File: src/rtl/gcn_pkg.sv
package gcn_pkg;

  // ==========================================================================
  // Widths and types
  localparam int unsigned NUM_PORTS = 6;
  localparam int unsigned PORT_W    = 16;
  localparam int unsigned CN_W      = 24;
  localparam int unsigned IDX_W     = 10;
  localparam int unsigned ADDR_W    = 12;

  typedef logic [NUM_PORTS-1:0][PORT_W-1:0] gcn_port_vec_t;

  // ==========================================================================
  // Register indices; byte address is four times the index
  localparam logic [IDX_W-1:0] IDX_CN_EN_LO = 10'h0C0;
  localparam logic [IDX_W-1:0] IDX_CN_EN_HI = 10'h0C2;
  localparam logic [IDX_W-1:0] IDX_CN_PU_LO = 10'h0C4;
  localparam logic [IDX_W-1:0] IDX_CN_PU_HI = 10'h0C6;
  localparam logic [IDX_W-1:0] IDX_CN_STAT  = 10'h0C8;
  localparam logic [IDX_W-1:0] IDX_ANA_SEL  = 10'h0CA;

  // Port order, right to left: A, B, C, D, F, G
  localparam logic [NUM_PORTS-1:0][IDX_W-1:0] DIR_IDX =
    {10'h2E4, 10'h2DE, 10'h2D2, 10'h2CC, 10'h2C6, 10'h2C0};
  localparam logic [NUM_PORTS-1:0][IDX_W-1:0] PIN_IDX =
    {10'h2E6, 10'h2E0, 10'h2D4, 10'h2CE, 10'h2C8, 10'h2C2};
  localparam logic [NUM_PORTS-1:0][IDX_W-1:0] LAT_IDX =
    {10'h2E8, 10'h2E2, 10'h2D6, 10'h2D0, 10'h2CB, 10'h2C4};

  // ==========================================================================
  // Implemented bits; also the direction value after reset
  localparam gcn_port_vec_t MASK_LARGE =
    {16'hF3CF, 16'h01FF, 16'hFFFF, 16'hE01E, 16'hFFFF, 16'hF6C0};
  localparam gcn_port_vec_t MASK_SMALL =
    {16'hF3CF, 16'h007F, 16'h0FFF, 16'hE006, 16'hFFFF, 16'h0000};
  localparam logic [7:0]    CN_HI_MASK_LARGE = 8'hFF;
  localparam logic [7:0]    CN_HI_MASK_SMALL = 8'h07;
  localparam logic [PORT_W-1:0] LAT_RESET    = 16'h0000;
  localparam logic [PORT_W-1:0] CN_RESET     = 16'h0000;

  // Port whose pins double as converter inputs
  localparam int unsigned ANALOG_PORT = 1;

  // ==========================================================================
  // Bus responses
  localparam logic [1:0] RESP_OKAY   = 2'h0;
  localparam logic [1:0] RESP_SLVERR = 2'h2;

endpackage

File: src/rtl/gcn_cn_if.sv
`timescale 1ns/10ps
interface gcn_cn_if;
  logic [gcn_pkg::CN_W-1:0] en;
  logic [gcn_pkg::CN_W-1:0] sync_in;
  logic [gcn_pkg::CN_W-1:0] raw_in;
  logic                     sleep;
  logic                     ack;
  logic                     irq;
  logic                     wake;

  modport ctl (output en, sync_in, raw_in, sleep, ack, input irq, wake);
  modport det (input en, sync_in, raw_in, sleep, ack, output irq, wake);
endinterface

File: src/rtl/gcn_sync.sv
`timescale 1ns/10ps
module gcn_sync #(
  parameter int unsigned W = 8
) (
  // Clock and reset
  input  wire logic         aclk,
  input  wire logic         aresetn,
  // Data
  input  wire logic [W-1:0] din,
  output wire logic [W-1:0] dout
);
  // ==========================================================================
  // Two stages; the first stage feeds only the second
  logic [W-1:0] s1_q;
  logic [W-1:0] s2_q;

  always_ff @(posedge aclk)
  begin
    s1_q <= din;
    s2_q <= s1_q;
  end

  assign dout = s2_q;
endmodule // gcn_sync

File: src/rtl/gcn_change_detect.sv
`timescale 1ns/10ps
module gcn_change_detect (
  // Clock and reset
  input  wire logic aclk,
  input  wire logic aresetn,
  // Change inputs and request
  gcn_cn_if.det     bus
);
  // ==========================================================================
  // Reference levels
  logic [gcn_pkg::CN_W-1:0] ref_q;
  logic                     irq_q;
  logic                     wake_q;
  logic                     change_hit;
  logic                     async_change;

  // Reference freezes in sleep so the wake compare has something to hold to
  always_ff @(posedge aclk)
  begin
    if (!aresetn)
      ref_q <= '0;
    else if (!bus.sleep)
      ref_q <= bus.sync_in;
  end

  assign change_hit = |(bus.en & (bus.sync_in ^ ref_q));

  // ==========================================================================
  // Request flag; a new change wins over the acknowledge
  always_ff @(posedge aclk)
  begin
    if (!aresetn)
      irq_q <= 1'b0;
    else if (change_hit)
      irq_q <= 1'b1;
    else if (bus.ack)
      irq_q <= 1'b0;
  end

  // ==========================================================================
  // Clockless wake path: raw pads against the frozen reference
  assign async_change = bus.sleep & |(bus.en & (bus.raw_in ^ ref_q));

  always_ff @(posedge aclk or posedge async_change)
  begin
    if (async_change)
      wake_q <= 1'b1;
    else if (!aresetn || !bus.sleep)
      wake_q <= 1'b0;
  end

  assign bus.irq  = irq_q;
  assign bus.wake = wake_q;
endmodule // gcn_change_detect

File: src/rtl/gcn_top.sv
// Register access over AXI4-Lite was decided locally.
`timescale 1ns/10ps
module gcn_top #(
  parameter bit SMALL_VARIANT = 1'b0
) (
  // Clock and reset
  input  wire logic                         aclk,
  input  wire logic                         aresetn,
  // Register bus, write
  input  wire logic                         awvalid,
  output wire logic                         awready,
  input  wire logic [gcn_pkg::ADDR_W-1:0]   awaddr,
  input  wire logic                         wvalid,
  output wire logic                         wready,
  input  wire logic [31:0]                  wdata,
  input  wire logic [3:0]                   wstrb,
  output wire logic                         bvalid,
  input  wire logic                         bready,
  output wire logic [1:0]                   bresp,
  // Register bus, read
  input  wire logic                         arvalid,
  output wire logic                         arready,
  input  wire logic [gcn_pkg::ADDR_W-1:0]   araddr,
  output wire logic                         rvalid,
  input  wire logic                         rready,
  output wire logic [31:0]                  rdata,
  output wire logic [1:0]                   rresp,
  // Pads
  input  wire gcn_pkg::gcn_port_vec_t       pad_in,
  output wire gcn_pkg::gcn_port_vec_t       pad_out,
  output wire gcn_pkg::gcn_port_vec_t       pad_oe_n,
  // Peripherals sharing the pads
  input  wire gcn_pkg::gcn_port_vec_t       periph_drive,
  input  wire gcn_pkg::gcn_port_vec_t       periph_out,
  // Change notification
  input  wire logic [gcn_pkg::CN_W-1:0]     cn_pad_in,
  input  wire logic                         sleep_mode,
  output wire logic [gcn_pkg::CN_W-1:0]     cn_pullup_en,
  output wire logic                         cn_irq,
  output wire logic                         cn_wake,
  // Converter side
  output wire logic [gcn_pkg::PORT_W-1:0]   adc_chan_en,
  output wire logic [gcn_pkg::PORT_W-1:0]   adc_level
);

  // ==========================================================================
  // Declarations
  localparam int unsigned NP = gcn_pkg::NUM_PORTS;
  localparam int unsigned AP = gcn_pkg::ANALOG_PORT;
  localparam logic [7:0]  CN_HI_MASK = SMALL_VARIANT ? gcn_pkg::CN_HI_MASK_SMALL : gcn_pkg::CN_HI_MASK_LARGE;

  logic                        awready_q;
  logic                        wready_q;
  logic                        bvalid_q;
  logic [1:0]                  bresp_q;
  logic                        arready_q;
  logic                        rvalid_q;
  logic [31:0]                 rdata_q;
  logic [1:0]                  rresp_q;
  logic                        aw_held_q;
  logic                        w_held_q;
  logic [gcn_pkg::IDX_W-1:0]   wr_idx_q;
  logic [31:0]                 wdata_q;
  logic [3:0]                  wstrb_q;
  logic                        do_write;
  logic [gcn_pkg::IDX_W-1:0]   rd_idx;
  logic [31:0]                 rd_data_d;
  logic                        rd_err_d;
  logic                        wr_err;
  logic                        cn_wr_hit;
  logic                        cn_rd_hit;
  logic [15:0]                 cn_en_lo_q;
  logic [7:0]                  cn_en_hi_q;
  logic [15:0]                 cn_pu_lo_q;
  logic [7:0]                  cn_pu_hi_q;
  logic [15:0]                 analog_q;
  logic [15:0]                 adc_level_q;
  logic [15:0]                 rd_an_q;
  logic [15:0]                 drive_b;
  gcn_pkg::gcn_port_vec_t      dir_q;
  gcn_pkg::gcn_port_vec_t      lat_q;
  gcn_pkg::gcn_port_vec_t      pad_out_q;
  gcn_pkg::gcn_port_vec_t      pad_oe_n_q;
  gcn_pkg::gcn_port_vec_t      mask_w;
  gcn_pkg::gcn_port_vec_t      pin_sync_w;
  gcn_pkg::gcn_port_vec_t      rd_val_w;
  logic [NP-1:0]               rd_hit_w;
  logic [NP-1:0]               wr_hit_w;
  logic [gcn_pkg::CN_W-1:0]    cn_sync_w;
  gcn_cn_if                    cn_bus ();

  function automatic logic [15:0] merge16(input logic [15:0] old, input logic [31:0] d, input logic [3:0] s);
    merge16 = {s[1] ? d[15:8] : old[15:8], s[0] ? d[7:0] : old[7:0]};
  endfunction

  // ==========================================================================
  // Synchronisers for all pad inputs
  gcn_sync #(
    .W (NP * gcn_pkg::PORT_W + gcn_pkg::CN_W)
  ) u_sync (
    .aclk    (aclk),
    .aresetn (aresetn),
    .din     ({cn_pad_in, pad_in}),
    .dout    ({cn_sync_w, pin_sync_w})
  );

  // ==========================================================================
  // Write channels; address and data are taken in either order
  assign do_write = aw_held_q && w_held_q && !bvalid_q;

  always_ff @(posedge aclk)
  begin
    if (!aresetn)
    begin
      awready_q <= 1'b0;
      aw_held_q <= 1'b0;
      wr_idx_q  <= '0;
    end
    else
    begin
      awready_q <= !((awvalid && awready_q) || (aw_held_q && !do_write));
      if (awvalid && awready_q)
      begin
        aw_held_q <= 1'b1;
        wr_idx_q  <= awaddr[gcn_pkg::ADDR_W-1:2];
      end
      else if (do_write)
        aw_held_q <= 1'b0;
    end
  end

  always_ff @(posedge aclk)
  begin
    if (!aresetn)
    begin
      wready_q <= 1'b0;
      w_held_q <= 1'b0;
      wdata_q  <= '0;
      wstrb_q  <= '0;
    end
    else
    begin
      wready_q <= !((wvalid && wready_q) || (w_held_q && !do_write));
      if (wvalid && wready_q)
      begin
        w_held_q <= 1'b1;
        wdata_q  <= wdata;
        wstrb_q  <= wstrb;
      end
      else if (do_write)
        w_held_q <= 1'b0;
    end
  end

  assign cn_wr_hit = wr_idx_q inside {gcn_pkg::IDX_CN_EN_LO, gcn_pkg::IDX_CN_EN_HI, gcn_pkg::IDX_CN_PU_LO,
                                      gcn_pkg::IDX_CN_PU_HI, gcn_pkg::IDX_CN_STAT, gcn_pkg::IDX_ANA_SEL};
  assign wr_err    = !cn_wr_hit && !(|wr_hit_w);

  always_ff @(posedge aclk)
  begin
    if (!aresetn)
    begin
      bvalid_q <= 1'b0;
      bresp_q  <= gcn_pkg::RESP_OKAY;
    end
    else if (do_write)
    begin
      bvalid_q <= 1'b1;
      bresp_q  <= wr_err ? gcn_pkg::RESP_SLVERR : gcn_pkg::RESP_OKAY;
    end
    else if (bready)
      bvalid_q <= 1'b0;
  end

  // ==========================================================================
  // Change notification and converter select registers
  always_ff @(posedge aclk)
  begin
    if (!aresetn)
    begin
      cn_en_lo_q <= gcn_pkg::CN_RESET;
      cn_en_hi_q <= gcn_pkg::CN_RESET[7:0];
      cn_pu_lo_q <= gcn_pkg::CN_RESET;
      cn_pu_hi_q <= gcn_pkg::CN_RESET[7:0];
      analog_q   <= '0;
    end
    else if (do_write)
    begin
      case (wr_idx_q)
        gcn_pkg::IDX_CN_EN_LO: cn_en_lo_q <= merge16(cn_en_lo_q, wdata_q, wstrb_q);
        gcn_pkg::IDX_CN_EN_HI: cn_en_hi_q <= (wstrb_q[0] ? wdata_q[7:0] : cn_en_hi_q) & CN_HI_MASK;
        gcn_pkg::IDX_CN_PU_LO: cn_pu_lo_q <= merge16(cn_pu_lo_q, wdata_q, wstrb_q);
        gcn_pkg::IDX_CN_PU_HI: cn_pu_hi_q <= (wstrb_q[0] ? wdata_q[7:0] : cn_pu_hi_q) & CN_HI_MASK;
        gcn_pkg::IDX_ANA_SEL:  analog_q   <= merge16(analog_q, wdata_q, wstrb_q) & mask_w[AP];
        default: ;
      endcase
    end
  end

  // ==========================================================================
  // Ports: direction, latch, pad drive and read values
  for (genvar p = 0; p < NP; p++)
  begin : g_port
    logic [15:0] pin_rd;
    logic        rd_dir;
    logic        rd_pin;
    logic        rd_lat;
    logic        wr_dir;
    logic        wr_lat;

    assign mask_w[p] = SMALL_VARIANT ? gcn_pkg::MASK_SMALL[p] : gcn_pkg::MASK_LARGE[p];
    assign pin_rd    = pin_sync_w[p] & mask_w[p] & ((p == AP) ? ~analog_q : 16'hFFFF);
    assign rd_dir    = rd_idx == gcn_pkg::DIR_IDX[p];
    assign rd_pin    = rd_idx == gcn_pkg::PIN_IDX[p];
    assign rd_lat    = rd_idx == gcn_pkg::LAT_IDX[p];
    assign wr_dir    = wr_idx_q == gcn_pkg::DIR_IDX[p];
    assign wr_lat    = (wr_idx_q == gcn_pkg::LAT_IDX[p]) || (wr_idx_q == gcn_pkg::PIN_IDX[p]);
    assign wr_hit_w[p] = wr_dir || wr_lat;
    assign rd_hit_w[p] = rd_dir || rd_pin || rd_lat;
    assign rd_val_w[p] = rd_dir ? dir_q[p] : (rd_pin ? pin_rd : (rd_lat ? lat_q[p] : 16'h0000));

    always_ff @(posedge aclk)
    begin
      if (!aresetn)
        dir_q[p] <= mask_w[p];
      else if (do_write && wr_dir)
        dir_q[p] <= merge16(dir_q[p], wdata_q, wstrb_q) & mask_w[p];
    end

    always_ff @(posedge aclk)
    begin
      if (!aresetn)
        lat_q[p] <= gcn_pkg::LAT_RESET;
      else if (do_write && wr_lat)
        lat_q[p] <= merge16(lat_q[p], wdata_q, wstrb_q) & mask_w[p];
    end

    // Peripheral drive overrides the port; the pin stays readable
    always_ff @(posedge aclk)
    begin
      if (!aresetn)
      begin
        pad_out_q[p]  <= '0;
        pad_oe_n_q[p] <= 16'hFFFF;
      end
      else
      begin
        pad_out_q[p]  <= (periph_out[p] & periph_drive[p]) | (lat_q[p] & ~periph_drive[p]);
        pad_oe_n_q[p] <= ~(periph_drive[p] | (~dir_q[p] & mask_w[p]));
      end
    end
  end

  // ==========================================================================
  // Converter level: sampled pin when input, driven level when output
  assign drive_b = (periph_out[AP] & periph_drive[AP]) | (lat_q[AP] & ~periph_drive[AP]);

  always_ff @(posedge aclk)
  begin
    if (!aresetn)
      adc_level_q <= '0;
    else
      adc_level_q <= analog_q & ((dir_q[AP] & pin_sync_w[AP]) | (~dir_q[AP] & drive_b));
  end

  // ==========================================================================
  // Read channel
  assign rd_idx    = araddr[gcn_pkg::ADDR_W-1:2];
  assign cn_rd_hit = rd_idx inside {gcn_pkg::IDX_CN_EN_LO, gcn_pkg::IDX_CN_EN_HI, gcn_pkg::IDX_CN_PU_LO,
                                    gcn_pkg::IDX_CN_PU_HI, gcn_pkg::IDX_CN_STAT, gcn_pkg::IDX_ANA_SEL};

  always_comb
  begin
    rd_data_d = '0;
    rd_err_d  = 1'b0;
    case (rd_idx)
      gcn_pkg::IDX_CN_EN_LO: rd_data_d[15:0] = cn_en_lo_q;
      gcn_pkg::IDX_CN_EN_HI: rd_data_d[7:0]  = cn_en_hi_q;
      gcn_pkg::IDX_CN_PU_LO: rd_data_d[15:0] = cn_pu_lo_q;
      gcn_pkg::IDX_CN_PU_HI: rd_data_d[7:0]  = cn_pu_hi_q;
      gcn_pkg::IDX_CN_STAT:  rd_data_d[0]    = cn_bus.irq;
      gcn_pkg::IDX_ANA_SEL:  rd_data_d[15:0] = analog_q;
      default:
      begin
        for (int i = 0; i < NP; i++)
          rd_data_d[15:0] = rd_data_d[15:0] | rd_val_w[i];
        rd_err_d = !(|rd_hit_w);
      end
    endcase
  end

  always_ff @(posedge aclk)
  begin
    if (!aresetn)
    begin
      arready_q <= 1'b0;
      rvalid_q  <= 1'b0;
      rdata_q   <= '0;
      rresp_q   <= gcn_pkg::RESP_OKAY;
      rd_an_q   <= '0;
    end
    else
    begin
      arready_q <= !((arvalid && arready_q) || (rvalid_q && !rready));
      if (arvalid && arready_q)
      begin
        rvalid_q <= 1'b1;
        rdata_q  <= rd_data_d;
        rresp_q  <= rd_err_d ? gcn_pkg::RESP_SLVERR : gcn_pkg::RESP_OKAY;
        rd_an_q  <= (rd_idx == gcn_pkg::PIN_IDX[AP]) ? analog_q : 16'h0000;
      end
      else if (rready)
        rvalid_q <= 1'b0;
    end
  end

  // ==========================================================================
  // Change detector; status bit 0 is write-one-to-clear

  assign cn_bus.en      = {cn_en_hi_q, cn_en_lo_q};
  assign cn_bus.sync_in = cn_sync_w;
  assign cn_bus.raw_in  = cn_pad_in;
  assign cn_bus.sleep   = sleep_mode;
  assign cn_bus.ack     = do_write && (wr_idx_q == gcn_pkg::IDX_CN_STAT) && wstrb_q[0] && wdata_q[0];

  gcn_change_detect u_cn (
    .aclk    (aclk),
    .aresetn (aresetn),
    .bus     (cn_bus)
  );

  // ==========================================================================
  // Outputs
  assign awready      = awready_q;
  assign wready       = wready_q;
  assign bvalid       = bvalid_q;
  assign bresp        = bresp_q;
  assign arready      = arready_q;
  assign rvalid       = rvalid_q;
  assign rdata        = rdata_q;
  assign rresp        = rresp_q;
  assign pad_out      = pad_out_q;
  assign pad_oe_n     = pad_oe_n_q;
  assign cn_pullup_en = {cn_pu_hi_q, cn_pu_lo_q};
  assign cn_irq       = cn_bus.irq;
  assign cn_wake      = cn_bus.wake;
  assign adc_chan_en  = analog_q;
  assign adc_level    = adc_level_q;
endmodule // gcn_top

File: config.mk
export PLATFORM = sky130hd
export DESIGN_NAME = gcn_top
export DESIGN_NICKNAME = d
export VERILOG_FILES = /design/src/rtl/gcn_pkg.sv /design/src/rtl/gcn_cn_if.sv /design/src/rtl/gcn_sync.sv /design/src/rtl/gcn_change_detect.sv /design/src/rtl/gcn_top.sv
export SDC_FILE = /design/constraint.sdc
export NUM_CORES = 1
export LEC_CHECK = 0
export BUFFER_PORTS_ARGS = -buffer_cell sky130_fd_sc_hd__buf_2
export CAP_MARGIN = 20
export CORE_AREA = 2 2 262 264
export DETAILED_ROUTE_END_ITERATION = 10
export DIE_AREA = 0 0 264 266
export HOLD_SLACK_MARGIN = 0.1
export PLACE_DENSITY_LB_ADDON = 0.1
export SETUP_SLACK_MARGIN = 0.05
export SLEW_MARGIN = 40
export SYNTH_ARGS = -nofsm -noshare
export SYNTH_HDL_FRONTEND = slang
export SYNTH_HIERARCHICAL = 1
export SYNTH_SLANG_ARGS = --single-unit
File: constraint.sdc
create_clock -name aclk -period 1.35 [get_ports aclk]
set_input_delay 0.135 -clock aclk [delete_from_list [all_inputs] [get_ports aclk]]
set_output_delay 0.135 -clock aclk [all_outputs]
set_load 0.01 [all_outputs]
==> results.cfg <==
[timing]
hold_viol_final = 14
layout_min_cycle_time_ns = 1.84
tightest_slew_ns = 0.700
drv_slew = 0
slew_headroom_pct = 53.4
skew_ns = 0.0152
setup_violations = 218
fin_ws_ns = -0.489
rsz0062_at_grt = true
max_freq_mhz = 544
holdWs_ns = -0.129
period_share_pct = 136

[place]
gp_congestion = 0.931
dpl.hpwl_mm = 81.3
placed_area_sq_um = 31300
dp_worst_setup_slack_ns = -0.862
dp.cells = 4051
io_buffers = 602

[final_layout]
final_common_cell = dfxtp_1
final_layout_size_suffix_gt1_share_pct = 37.0
fillers = 5840
fin_area_sq_um = 39200
final_cell_mix = 591 x dfxtp_1, 565 x buf_2, 378 x dlygate4sd3_1
areaGrowthSynthToFinish_pct = 62.3
finalNetCount = 4054
final_cells = 4614

[floorplan]
initial_core_util_pct = 35.7
rows = 96
die_x_um = 264
fp.dieH_um = 266
core-area_sq_um = 67700
io_pins = 671
die_area_sq_um = 70200

[clocking]
cts_buffer_depth = 3
clock_sinks = 671
numCtsBuffers = 72
cts_tree = built
clkSlewWorstSetupHoldPaths_ns = 0.06
cts_root_buf = clkbuf_16
htreeDepth = 3
clk_latency_ns = 0.62

[global_route]
gr-usage-met1_pct = 36.6
grt_max_degree = 86
met3_usage_pct = 5.30
overflow = 0
grt_pass1_vias = 23800
grt-busiest-layer = met2
antenna_found_initial = 4
grt_use_total_pct = 30.0
gr-usage-met2_pct = 53.5
grt_pass1_wl_mm = 157

[worst_setup_path]
crit_path_start_kind = register
crit_path_max_fanout = 3
crit_required_ns = 1.84
crit_path_top_delay_cell = or3_4
endpoint_kind = register
slowest_delay_ns = 0.42
arrival_ns = 2.33
crit_chain = nand3b_1, or3_4, buf_6, nor2_4, nand3_2, buf_6, mux2i_2, nand2_1
crit_top_cell = buf_6
crit_type = register to register

[routing]
via_per_inst = 5.01
wire_per_inst_um = 23.7
dr.pass1.iters = 5
wl_mm = 109
vias = 23100
drc = 0
ant_nets = 0
drt_iter0_markers = 1498

[logic_synthesis]
syn_avg_cell_area_sq_um = 10.2
synthesis.instances = 2372
ys_warn_count = 6
netlist_area_sq_um = 24200

[run_status]
violations = hold timing, setup timing
outcome = finished with violations

[pwr]
p_per_area_nw_per_um2 = 1170
ir_drop_v = 0.000791
p_leak_nw = 17.4
totalPowerFinal_mw = 46.0

[flow_run]
max_cap_violations = 0

[hold_path]
hold_path_class = input pin to register
## layer usage
layer | routed length (um) | vias up
li1 | - | 10800
met2 | 54400 | 885
met5 | 27 | -
met3 | 6700 | 170
met1 | 44800 | 11200
met4 | 3390 | 4
## flip-flops by register name (all words and copies together), names as in the netlist, 8 cells and up
register	flops
rdata	16
u_sync/s1_q	92
u_sync/dout	92
wdata_q	16
cn_pu_lo_q	16
wr_idx_q	10
adc_level	16
pad_out	96
cn_pu_hi_q	8
cn_en_lo_q	16
dir_q	68
adc_chan_en	16
u_cn/ref_q	24
pad_oe_n	96
lat_q	68
cn_en_hi_q	8
## stage by stage
stage	setup TNS [ns]	util, %
final	-65.67	57.9
after global routing	-81.28	57.9
after CTS	-74.10	56.0
after detailed placement	-86.00	46.2
after global placement	-83.27	46.2
after floorplan	-44.10	-
## final timing paths
kind                                              from                        end  slack [ns]  depth (start not counted)
max                           wr_idx_q[8]$_SDFFE_PN0P_     dir_q[45]$_SDFFE_PN1P_       -0.49                          8
min                                            aresetn  u_cn/bus.irq$_SDFFE_PN0P_       -0.13                          2
max reg2reg                   wr_idx_q[8]$_SDFFE_PN0P_     dir_q[45]$_SDFFE_PN1P_       -0.49                          8
min reg2reg                    u_sync/s1_q[50]$_DFF_P_    u_sync/dout[50]$_DFF_P_        0.32                          0
max in group asynchronous  u_cn/ref_q[10]$_SDFFE_PN0N_  u_cn/bus.wake$_DFFE_PP1P_        0.09                          5
min in group asynchronous                   sleep_mode  u_cn/bus.wake$_DFFE_PP1P_        0.40                          4
## power breakdown
| part | total, mW | switching, mW | internal (mW) |
|---|---|---|---|
| sequential | 20.8 | 0.391 | 20.5 |
| combinational | 4.56 | 2.19 | 2.38 |
| clock | 20.6 | 8.46 | 12.1 |
| total | 46.0 | 11.0 | 35.0 |
## timing repair
item,in CTS,in global routing
endpoints found under the hold margin,436,20
gates resized for setup,63,315
pin swaps,25,52
endpoints found under the setup margin,280,299
cloned,1,1
hold buffers,384,1
buffers inserted,8,43
## worst max-delay path: cells and delay by family, from the launching register on
family	cells	cell delay, ns
buffers and inverters	2	0.29
DFF	1	0.31
muxes	1	0.17
and+or+nand+nor	5	0.94
## cell type report
cell class | count | area [sq um] | area share (%)
multi-input combinational | 1482 | 10800 | 27.6
inverter | 76 | 285 | 0.728
clock inverter | 32 | 392 | 0.999
antenna | 1 | 2.50 | 0.00638
sequential | 671 | 13600 | 34.7
tap | 882 | 1100 | 2.82
timing repair buffer | 1371 | 10900 | 27.8
clock buffer | 99 | 2100 | 5.35
Note: power is estimated with default switching activity, not from simulation.
